### config.mk
export PLATFORM = sky130hd
export DESIGN_NAME = stamp_counter
export DESIGN_NICKNAME = d
export VERILOG_FILES = /design/src/verilog/stamp_pkg.sv /design/src/verilog/pin_sync.sv /design/src/verilog/readonly_port.sv /design/src/verilog/stamp_counter.sv
export VERILOG_INCLUDE_DIRS = /design/src /design/src/verilog
export SDC_FILE = /design/constraint.sdc
export NUM_CORES = 1
export LEC_CHECK = 0
export ABC_AREA = 1
export BUFFER_PORTS_ARGS = -buffer_cell sky130_fd_sc_hd__buf_2
export CORE_MARGIN = 4
export CORE_UTILIZATION = 50
export CTS_CLUSTER_DIAMETER = 60
export CTS_CLUSTER_SIZE = 10
export DETAILED_ROUTE_END_ITERATION = 16
export GPL_TIMING_DRIVEN = 1
export PLACE_DENSITY = 0.78
export SLEW_MARGIN = 10
export SYNTH_ARGS = -nofsm -noshare
export SYNTH_HDL_FRONTEND = slang
export SYNTH_SLANG_ARGS = --single-unit
### constraint.sdc
create_clock -name clock -period 1.88 [get_ports clock]
set_clock_uncertainty 0.1 [all_clocks]
set_input_delay 0.188 -clock clock [delete_from_list [all_inputs] [get_ports clock]]
set_output_delay 0.188 -clock clock [all_outputs]
set_load 0.05 [all_outputs]
### src/verilog/stamp_consts.svh
// Register offsets, field positions and reset values of the timestamp counter.
`ifndef STAMP_CONSTS_SVH
`define STAMP_CONSTS_SVH
// ----------------------------------------
// Control port offsets
// ----------------------------------------
`define OFS_COUNTER_CONTROL 12'h000
`define OFS_COUNTER_STATUS 12'h004
`define OFS_COUNT_LOW_RW 12'h008
`define OFS_COUNT_HIGH_RW 12'h00c
`define OFS_TICK_RATE_REPORT 12'h020
`define OFS_INTEGRATION_STATUS 12'hef8
`define OFS_INTEGRATION_CONTROL 12'hf00
`define OFS_IDENT_WORD_FOUR 12'hfd0
`define OFS_IDENT_WORD_FIVE 12'hfd4
`define OFS_IDENT_WORD_SIX 12'hfd8
// ----------------------------------------
// Read-only port offsets
// ----------------------------------------
`define OFS_COUNT_LOW_READONLY 12'h000
`define OFS_COUNT_HIGH_READONLY 12'h004
// ----------------------------------------
// Field positions and values
// ----------------------------------------
`define BIT_ENABLE 0
`define BIT_HALT_ON_DEBUG 1
`define BIT_DEBUG_HALT_FLAG 1
`define BIT_HALT_LATCH 0
`define BIT_RESTART_LATCH 1
`define BIT_INTEGRATION_MODE 0
`define IDENT_SIZE_FIELD 4'h0
`define ZERO_WORD 32'h0000_0000
`define ZERO_COUNT 64'h0000_0000_0000_0000
`define ONE_COUNT 64'h0000_0000_0000_0001
`endif

### src/verilog/stamp_pkg.sv
// Types shared by the timestamp counter design.
package stamp_pkg;
  typedef logic [31:0] word_t;
  typedef logic [63:0] count_t;
  typedef logic [11:0] offset_t;
endpackage : stamp_pkg

### src/verilog/pin_sync.sv
// Two-flop synchroniser for one input pin.
`timescale 1ns/1ns
module pin_sync (
  input wire logic clock,
  input wire logic rst_b,
  input wire logic pin_in,
  output logic pin_out
);
  logic meta_q;

  always_ff @(posedge clock or negedge rst_b) begin
    if (!rst_b) begin
      meta_q <= 1'b0;
      pin_out <= 1'b0;
    end else begin
      meta_q <= pin_in;
      pin_out <= meta_q;
    end
  end
endmodule : pin_sync

### src/verilog/readonly_port.sv
// Read-only register port that shows the live count.
`timescale 1ns/1ns
`include "stamp_consts.svh"
module readonly_port (
  input wire logic clock,
  input wire logic rst_b,
  input wire logic psel,
  input wire logic penable,
  input wire logic pwrite,
  input wire stamp_pkg::offset_t paddr,
  input wire stamp_pkg::count_t count,
  output stamp_pkg::word_t prdata,
  output logic pready,
  output logic pslverr
);
  assign pready = 1'b1;
  assign pslverr = 1'b0;

  // Read data is registered during the setup phase so it stands in the access phase.
  always_ff @(posedge clock or negedge rst_b) begin
    if (!rst_b) begin
      prdata <= `ZERO_WORD;
    end else if (psel && !penable && !pwrite) begin
      unique case (paddr)
        `OFS_COUNT_LOW_READONLY: prdata <= count[31:0]; // RULE21
        `OFS_COUNT_HIGH_READONLY: prdata <= count[63:32]; // RULE2
        default: prdata <= `ZERO_WORD;
      endcase
    end
  end
endmodule : readonly_port

### src/verilog/stamp_counter.sv
// 64-bit timestamp counter with a control port and a read-only port.
// Functional notes
// RULE1: status debug flag reads 0 when halted
// RULE2: read-only 0x0004 returns live high half
// RULE3: low-half write only stages the value
// RULE4: high-half write loads all 64 bits
// RULE5: software stops counter before high write
// RULE6: software writes low half before high
// RULE7: tick rate register stored, no effect
// RULE8: firmware programs tick rate in hertz
// RULE9: integration mode latches restart request
// RULE10: integration mode latches halt request
// RULE11: status read clears restart latch, clear wins
// RULE12: status read clears halt latch, clear wins
// RULE13: latches read zero outside integration mode
// RULE14: integration control bit 0 enters integration
// RULE15: integration control upper bits read zero
// RULE16: ident size field reads zero
// RULE17: ident word four holds continuation code
// RULE18: ident upper bits and words five, six zero
// RULE19: enable bit starts and stops counting
// RULE20: halt-on-debug lets halt request freeze count
// RULE21: read-only port offset 0 returns low half
// RULE22: counter increments and wraps each cycle
`timescale 1ns/1ns
`include "stamp_consts.svh"
module stamp_counter #(
  // Designer continuation code; the value is arbitrary.
  parameter logic [3:0] DESIGNER_CONT_CODE = 4'h0
) (
  input wire logic clock,
  input wire logic rst_b,
  input wire logic halt_req,
  input wire logic restart_req,
  input wire logic ctl_psel,
  input wire logic ctl_penable,
  input wire logic ctl_pwrite,
  input wire stamp_pkg::offset_t ctl_paddr,
  input wire stamp_pkg::word_t ctl_pwdata,
  output stamp_pkg::word_t ctl_prdata,
  output logic ctl_pready,
  output logic ctl_pslverr,
  input wire logic ro_psel,
  input wire logic ro_penable,
  input wire logic ro_pwrite,
  input wire stamp_pkg::offset_t ro_paddr,
  output stamp_pkg::word_t ro_prdata,
  output logic ro_pready,
  output logic ro_pslverr,
  output stamp_pkg::count_t count_value
);
  // ----------------------------------------
  // Input synchronisers
  // ----------------------------------------
  logic halt_sync;
  logic restart_sync;

  pin_sync halt_pin (
    .clock(clock),
    .rst_b(rst_b),
    .pin_in(halt_req),
    .pin_out(halt_sync)
  );

  pin_sync restart_pin (
    .clock(clock),
    .rst_b(rst_b),
    .pin_in(restart_req),
    .pin_out(restart_sync)
  );

  // ----------------------------------------
  // Bus decode
  // ----------------------------------------
  logic wr_access;
  logic rd_setup;

  assign wr_access = ctl_psel && ctl_penable && ctl_pwrite;
  assign rd_setup = ctl_psel && !ctl_penable && !ctl_pwrite;
  assign ctl_pready = 1'b1;
  assign ctl_pslverr = 1'b0;

  // ----------------------------------------
  // Control and configuration registers
  // ----------------------------------------
  logic enable_q;
  logic halt_on_debug_bit_q;
  logic integration_mode_bit_q;
  stamp_pkg::word_t tick_rate_report_q;
  stamp_pkg::word_t count_low_stage_q;

  always_ff @(posedge clock or negedge rst_b) begin
    if (!rst_b) begin
      enable_q <= 1'b0;
      halt_on_debug_bit_q <= 1'b0;
    end else if (wr_access && ctl_paddr == `OFS_COUNTER_CONTROL) begin
      enable_q <= ctl_pwdata[`BIT_ENABLE]; // RULE19
      halt_on_debug_bit_q <= ctl_pwdata[`BIT_HALT_ON_DEBUG]; // RULE20
    end
  end

  always_ff @(posedge clock or negedge rst_b) begin
    if (!rst_b) begin
      tick_rate_report_q <= `ZERO_WORD;
    end else if (wr_access && ctl_paddr == `OFS_TICK_RATE_REPORT) begin
      tick_rate_report_q <= ctl_pwdata; // RULE7
    end
  end

  always_ff @(posedge clock or negedge rst_b) begin
    if (!rst_b) begin
      integration_mode_bit_q <= 1'b0;
    end else if (wr_access && ctl_paddr == `OFS_INTEGRATION_CONTROL) begin
      integration_mode_bit_q <= ctl_pwdata[`BIT_INTEGRATION_MODE]; // RULE14 RULE15
    end
  end

  always_ff @(posedge clock or negedge rst_b) begin
    if (!rst_b) begin
      count_low_stage_q <= `ZERO_WORD;
    end else if (wr_access && ctl_paddr == `OFS_COUNT_LOW_RW) begin
      count_low_stage_q <= ctl_pwdata; // RULE3
    end
  end

  // ----------------------------------------
  // Debug halt state
  // ----------------------------------------
  // With halt-on-debug set, a halt request pulse freezes the count until a restart request or halt-on-debug is cleared.
  logic debug_halted_q;

  always_ff @(posedge clock or negedge rst_b) begin
    if (!rst_b) begin
      debug_halted_q <= 1'b0;
    end else if (!halt_on_debug_bit_q) begin
      debug_halted_q <= 1'b0; // RULE20
    end else if (halt_sync) begin
      debug_halted_q <= 1'b1; // RULE20
    end else if (restart_sync) begin
      debug_halted_q <= 1'b0;
    end
  end

  // ----------------------------------------
  // Counter
  // ----------------------------------------
  stamp_pkg::count_t count_q;

  always_ff @(posedge clock or negedge rst_b) begin
    if (!rst_b) begin
      count_q <= `ZERO_COUNT;
    end else if (wr_access && ctl_paddr == `OFS_COUNT_HIGH_RW) begin
      count_q <= {ctl_pwdata, count_low_stage_q}; // RULE4
    end else if (enable_q && !debug_halted_q) begin
      count_q <= count_q + `ONE_COUNT; // RULE19 RULE22
    end
  end

  assign count_value = count_q;

  // ----------------------------------------
  // Integration request latches
  // ----------------------------------------
  logic halt_latch_bit_q;
  logic restart_latch_bit_q;
  logic status_read;

  assign status_read = rd_setup && ctl_paddr == `OFS_INTEGRATION_STATUS;

  always_ff @(posedge clock or negedge rst_b) begin
    if (!rst_b) begin
      halt_latch_bit_q <= 1'b0;
    end else if (status_read) begin
      halt_latch_bit_q <= 1'b0; // RULE12
    end else if (integration_mode_bit_q && halt_sync) begin
      halt_latch_bit_q <= 1'b1; // RULE10
    end
  end

  always_ff @(posedge clock or negedge rst_b) begin
    if (!rst_b) begin
      restart_latch_bit_q <= 1'b0;
    end else if (status_read) begin
      restart_latch_bit_q <= 1'b0; // RULE11
    end else if (integration_mode_bit_q && restart_sync) begin
      restart_latch_bit_q <= 1'b1; // RULE9
    end
  end

  // ----------------------------------------
  // Control port read data
  // ----------------------------------------
  stamp_pkg::word_t rd_word;

  always_comb begin
    rd_word = `ZERO_WORD;
    unique case (ctl_paddr)
      `OFS_COUNTER_CONTROL: begin
        rd_word[`BIT_ENABLE] = enable_q;
        rd_word[`BIT_HALT_ON_DEBUG] = halt_on_debug_bit_q;
      end
      `OFS_COUNTER_STATUS: rd_word[`BIT_DEBUG_HALT_FLAG] = !debug_halted_q; // RULE1
      `OFS_COUNT_LOW_RW: rd_word = count_q[31:0]; // RULE3
      `OFS_COUNT_HIGH_RW: rd_word = count_q[63:32]; // RULE4
      `OFS_TICK_RATE_REPORT: rd_word = tick_rate_report_q; // RULE7
      `OFS_INTEGRATION_STATUS: begin
        rd_word[`BIT_HALT_LATCH] = integration_mode_bit_q && halt_latch_bit_q; // RULE13
        rd_word[`BIT_RESTART_LATCH] = integration_mode_bit_q && restart_latch_bit_q; // RULE13
      end
      `OFS_INTEGRATION_CONTROL: rd_word[`BIT_INTEGRATION_MODE] = integration_mode_bit_q; // RULE15
      `OFS_IDENT_WORD_FOUR: rd_word[7:0] = {`IDENT_SIZE_FIELD, DESIGNER_CONT_CODE}; // RULE16 RULE17
      default: rd_word = `ZERO_WORD; // RULE18
    endcase
  end

  always_ff @(posedge clock or negedge rst_b) begin
    if (!rst_b) begin
      ctl_prdata <= `ZERO_WORD;
    end else if (rd_setup) begin
      ctl_prdata <= rd_word;
    end
  end

  // ----------------------------------------
  // Read-only port
  // ----------------------------------------
  readonly_port ro_port (
    .clock(clock),
    .rst_b(rst_b),
    .psel(ro_psel),
    .penable(ro_penable),
    .pwrite(ro_pwrite),
    .paddr(ro_paddr),
    .count(count_q),
    .prdata(ro_prdata),
    .pready(ro_pready),
    .pslverr(ro_pslverr)
  );
endmodule : stamp_counter

## Word-level counts from Yosys, hierarchy flattened

Index checks and enable logic that the tools add are counted.

| operators by class | value |
|---|---|
| add/subtract/negate cells | 1 |
| eq/ne operators | 8 |
| multiplexer cells | 14 |
| reductions and logical operators | 27 |

Operators with widths:

| operator | count |
|---|---|
| 2-to-1 mux 64 bit | 2 |
| one-hot mux 24 bit (3 select lines) | 1 |
| adder 64 x 1 -> 64 bit, second input constant | 1 |
| one-hot mux 32 bit (2 select lines) | 1 |
| equality test 12 bit, second input constant | 2 |
| equality test 12 x 3 -> 1 bit, second input constant | 2 |
| equality test 12 x 4 -> 1 bit, second input constant | 2 |
| zero test 12 bit | 2 |
| one-hot mux 6 bit (3 select lines) | 1 |
| logical AND 1 bit | 17 |
| equality test 12 x 6 -> 1 bit, second input constant | 1 |
| one-hot mux 1 bit (6 select lines) | 2 |
| 2-to-1 mux 1 bit | 7 |
| nonzero test 2 bit | 3 |
| zero test 1 bit | 5 |
| != test 3 x 1 -> 1 bit, second input constant | 1 |

| word-level totals | value |
|---|---|
| register bits after elaboration | 202 |
| input bits | 66 |
| output and inout bits | 132 |

## Logic depth before layout (Yosys ltp)

| logic depth | value |
|---|---|
| word-level depth | 5 |
| mapped depth | 12 |
| depth with buffers taken out | 12 |

## By module

A second synthesis with hierarchy kept.

| second synthesis, totals | value |
|---|---|
| cell total of the unflattened synthesis | 1673 |
| area total of the unflattened synthesis | 11558.6 µm² |

Modules (own cells, without submodules):

| module | times used | cells an instance | area an instance (µm²) | sequential area each (µm²) |
|---|---|---|---|---|
| stamp_counter | 1 | 1404 | 9501.6 | 4154.0 |
| readonly_port | 1 | 265 | 1956.9 | 800.8 |
| pin_sync | 2 | 2 | 50.0 | 50.0 |

## Worst setup path after synthesis

Ideal clock, no wire load.

| timing path | value |
|---|---|
| path kind | register to register |
| start | register count_q[1] (netlist: count_value[1]) |
| end | register count_q[58] (netlist: count_value[58]) |
| arrival | 1.823 ns |
| data required time | 1.663 ns |
| slack | -0.160 ns |
| stages on the path, launching flop included | 11 |
| path buffers | 0 |
| cells stage by stage | dfrtp_1 -> ha_1 -> nand2_1 -> nor2_1 -> nand2_2 -> nor2_1 -> nand2_1 -> o21ai_0 -> nand2_1 -> nand2_1 -> nand2_1 |

| on the way | value |
|---|---|
| word-level cells in the longest chain between the ends | 3 |

RTL lines:

| what | line | text |
|---|---|---|
| start, declared | stamp_counter.sv:147 | `stamp_pkg::count_t count_q;` |
| start signal, assigned | stamp_counter.sv:151 | `` count_q <= `ZERO_COUNT; `` |
| start signal, assigned | stamp_counter.sv:153 | `count_q <= {ctl_pwdata, count_low_stage_q};` |
| start signal, assigned | stamp_counter.sv:155 | `` count_q <= count_q + `ONE_COUNT; `` |
| adder 64 x 1 -> 64 bit (no line) | n/a |  |
| 2-to-1 mux 64 bit | stamp_counter.sv:154 | `end else if (enable_q && !debug_halted_q) begin` |
| 2-to-1 mux 64 bit | stamp_counter.sv:152 | `` end else if (wr_access && ctl_paddr == `OFS_COUNT_HIGH_RW) begin `` |

Every way passes these cells. The select of a mux whose other input is x is not followed.
A chain may end at the register's enable or synchronous reset.

## Worst setup path after layout

| timing path | value |
|---|---|
| start | register count_q[17] (netlist: count_value[17]) |
| end | register count_q[61] (netlist: count_value[61]) |

The elaborated chain is that of the path after synthesis.

==> results.tsv <==
metric	value	unit
status	completed	
synth_ff_type	dfrtp_1	
grt_pass1_vias	12000	
dp_hpwl	31500	um
vias_per_cell	5.39	
synthSimpleGateAreaFrac	35.4	%
swShare	23.0	%
synth.most_common_cell	nand2_1	
synth_top_area_share	44.1	%
slew-limit-headroom	58.7	%
startpoint_type	flop	
gp_congestion	0.995	
grtUsageTotal	32.9	%
cp_max_fo	5	
clk_pin_slew	0.06	ns
path_delay_family	simple AND/OR/NAND/NOR gates	
antenna_found_initial	0	
drtAntennaViolNets	0	
min_path_type	input pin to flop	
dieHeight	159	um
syn_inst	1661	
routed_wl	42700	um
final.min_clock_period	1.83	ns
synth_mux_area_share	0	%
max_cap_viol_count	0	
firstDrtPassIters	7	
intPower	7.01	mW
finalWorstSetupSlack	0.0490	ns
r2r_cells	9	
cts-root-buf	clkbuf_16	
cp-endpoint	count_value[61]$_DFFE_PN0P_	
clock_latency	0.54	ns
regToRegEndpoint	count_value[61]$_DFFE_PN0P_	
cellPowerDensity	610	nW/um^2
rr_startpoint	count_value[17]$_DFFE_PN0P_	
path_buf_inv	0	
synth_compound_area_share	10.3	%
fmax	546	MHz
io_buffers	193	
slowest_stage	dfrtp_1	
tightestPinTransition	0.619	ns
cts_buffers	25	
n_antenna_cell	0	
place_inst	2216	
fin_crit_sh	97.4	%
synth.ff_latch_count	202	
slowest_delay	0.41	ns
p_leak	7.47	nW
initial_core_util	50.8	%
cp_cell_sequence	nand2_1, nor2_2, nand2_1, nor2_1, nand2_2, o21ai_1, nand2_1, nand2_1, nand2_1	
ys_types	33	
crit_path_start	count_value[17]$_DFFE_PN0P_	
avgSynthCellArea	6.90	um^2
grt_pass1_wl	67000	um
grt_max_degree	65	
synth_top_family_by_area	simple AND/OR/NAND/NOR gates	
fin_nets	2062	
wire_per_inst	18.7	um
p_comb_share	4.5	%
io_pins	198	
area_growth	30.2	%
worstSetupEndpointType	flop	
p_switching	2.10	mW
critical_path_required	2.18	ns
multiInputGateArea	5640	um^2
fin_cells	2285	
p_clk_share	47.5	%
yosys.area.top_type	dfrtp_1	
die_w	159	um
async_reset_ff_share	100	%
cts_tree	yes	
drt_iter0_markers	1251	
setup_viol	0	
synth-seq-area-share	44.1	%
peakVddDrop	0.000491	V
register_area	5060	um^2
drc_errors	0	
rrSetupSlack	0.05	ns
htreeDepth	1	
path_class	flop to flop	
synth-edff-count	0	
synth_area_leaders	dfrtp_1 (44%), nand2_1 (21%), nor2_1 (7.1%)	
fill_cells	2007	
final_hold_viol_count	0	
overflow	0	
cp.depth	9	
core.rowCount	55	
crit_top_cell	nand2_1	
syn_area	11500	um^2
slew_viol_final	0	
place_ws	-0.0713	ns
dieArea	25400	um^2
drive_gt1_share	24.7	%
seqPwrFrac	47.9	%
core	22600	um^2
rsz0062_at_grt	yes	
clock-sinks	202	
synth_adder_area_share	0.109	%
arrival	2.14	ns
synthXorXnorAreaFrac	1.76	%
cts_buffer_depth	3	
yosys-top-cells-count	nand2_1 (653), nor2_1 (218), dfrtp_1 (202), inv_1 (140), o21ai_0 (92)	
dr_total_vias	12300	
ys_warn_count	0	
-- cells by family after synthesis --
kind of cell,Yosys count
AOI/OAI and AO/OA,197
xor gates and xnor gates,23
adders and majority gates,1
buffers and inverters,229
DFF,202
other,2
and+or+nand+nor,1007
-- how the worst min path moves through the flow --
stage,from,end,cells past startpoint
2_1_floorplan,rst_b,count_low_stage_q[0]$_DFFE_PN0P_,0
3_3_place_gp,rst_b,halt_pin.meta_q$_DFF_PN0_,1
3_5_place_dp,rst_b,halt_pin.meta_q$_DFF_PN0_,1
4_1_cts,ro_pwrite,ro_port.prdata[8]$_DFFE_PN0P_,5
5_1_grt,ro_pwrite,ro_port.prdata[4]$_DFFE_PN0P_,5
6_report,ro_pwrite,ro_port.prdata[8]$_DFFE_PN0P_,5
-- layer usage --
metal | GRT usage, % | share of wire [%]
met1 | 44.2 | 41
met3 | 5.64 | 8.6
met2 | 54.9 | 47
met4 | 9.66 | 3.0
met5 | 0 | 0
-- cell type report --
type	count	share of cell area [%]
Clock buffer	27	4.24
Tap cell	285	2.39
Inverter	170	4.31
Timing Repair Buffer	364	17.0
Sequential cell	202	33.9
Clock inverter	5	0.402
Multi-Input combinational cell	1232	37.8
-- flip-flops by register name, summed over array words and instances, names as in the netlist, 32 cells and up --
name and cells:
count_value 64, ro_port.prdata 32, ctl_prdata 32, count_low_stage_q 32, tick_rate_report_q 32
-- power groups by stage --
| stage | logic, mW | registers [mW] | clock network [mW] |
|---|---|---|---|
| after floorplan | 0.106 | 4.45 | 0 |
| after global placement | 0.350 | 4.44 | 0 |
| after detailed placement | 0.354 | 4.44 | 0 |
| after CTS | 0.413 | 4.36 | 4.37 |
| after global routing | 0.454 | 4.36 | 4.54 |
| final | 0.414 | 4.36 | 4.33 |
-- per-stage QoR --
stage	TNS, ns	hold slack [ns]	power (mW)	instance area, um^2	util [%]
3_3_place_gp	-0.118	0.0610	4.79	13700	60.8
6_report	0	0.0187	9.11	14900	66.2
2_1_floorplan	0	-0.208	4.55	11500	-
3_5_place_dp	-0.442	0.0607	4.79	13700	60.8
5_1_grt	-0.0610	0.0401	9.36	14900	66.2
4_1_cts	0	0.00350	9.15	14800	65.5
-- tightest hold or removal path, stage by stage --
cell and delay (ns):
buf_2 0.08, nor3_2 0.06, buf_12 0.16, o21ai_0 0.08, nand2_1 0.05
-- cells in the final DEF (no fill, tap or decap), types with 2 or more instances in the layout --
cell type	count
nand2_1	641
dfrtp_1	195
buf_2	192
nor2_1	190
inv_1	140
buf_4	121
o21ai_0	88
nand3_1	75
o211ai_1	40
o21ai_1	38
dlygate4sd3_1	35
inv_2	29
nor2_2	26
nand2_2	25
o21ai_2	25
clkbuf_16	25
xor2_1	23
nand4_1	18
buf_12	15
nor2_4	10
nor3_1	8
dfrtp_2	7
nor3_2	4
conb_1	4
nand3_2	3
a21oi_1	3
nand3_4	2
nand2_4	2
clkinv_4	2
nand3b_1	2
o22ai_1	2
clkbuf_1	2
-- timing repair --
action                                  in CTS  in global routing
buffers inserted                             0                  2
pin swaps                                    0                  7
hold endpoints to repair                   302                  0
resized for setup                            7                 51
endpoints found under the setup margin      16                 35
hold buffers                                35                  0
Note: power is estimated with default switching activity, not from simulation.
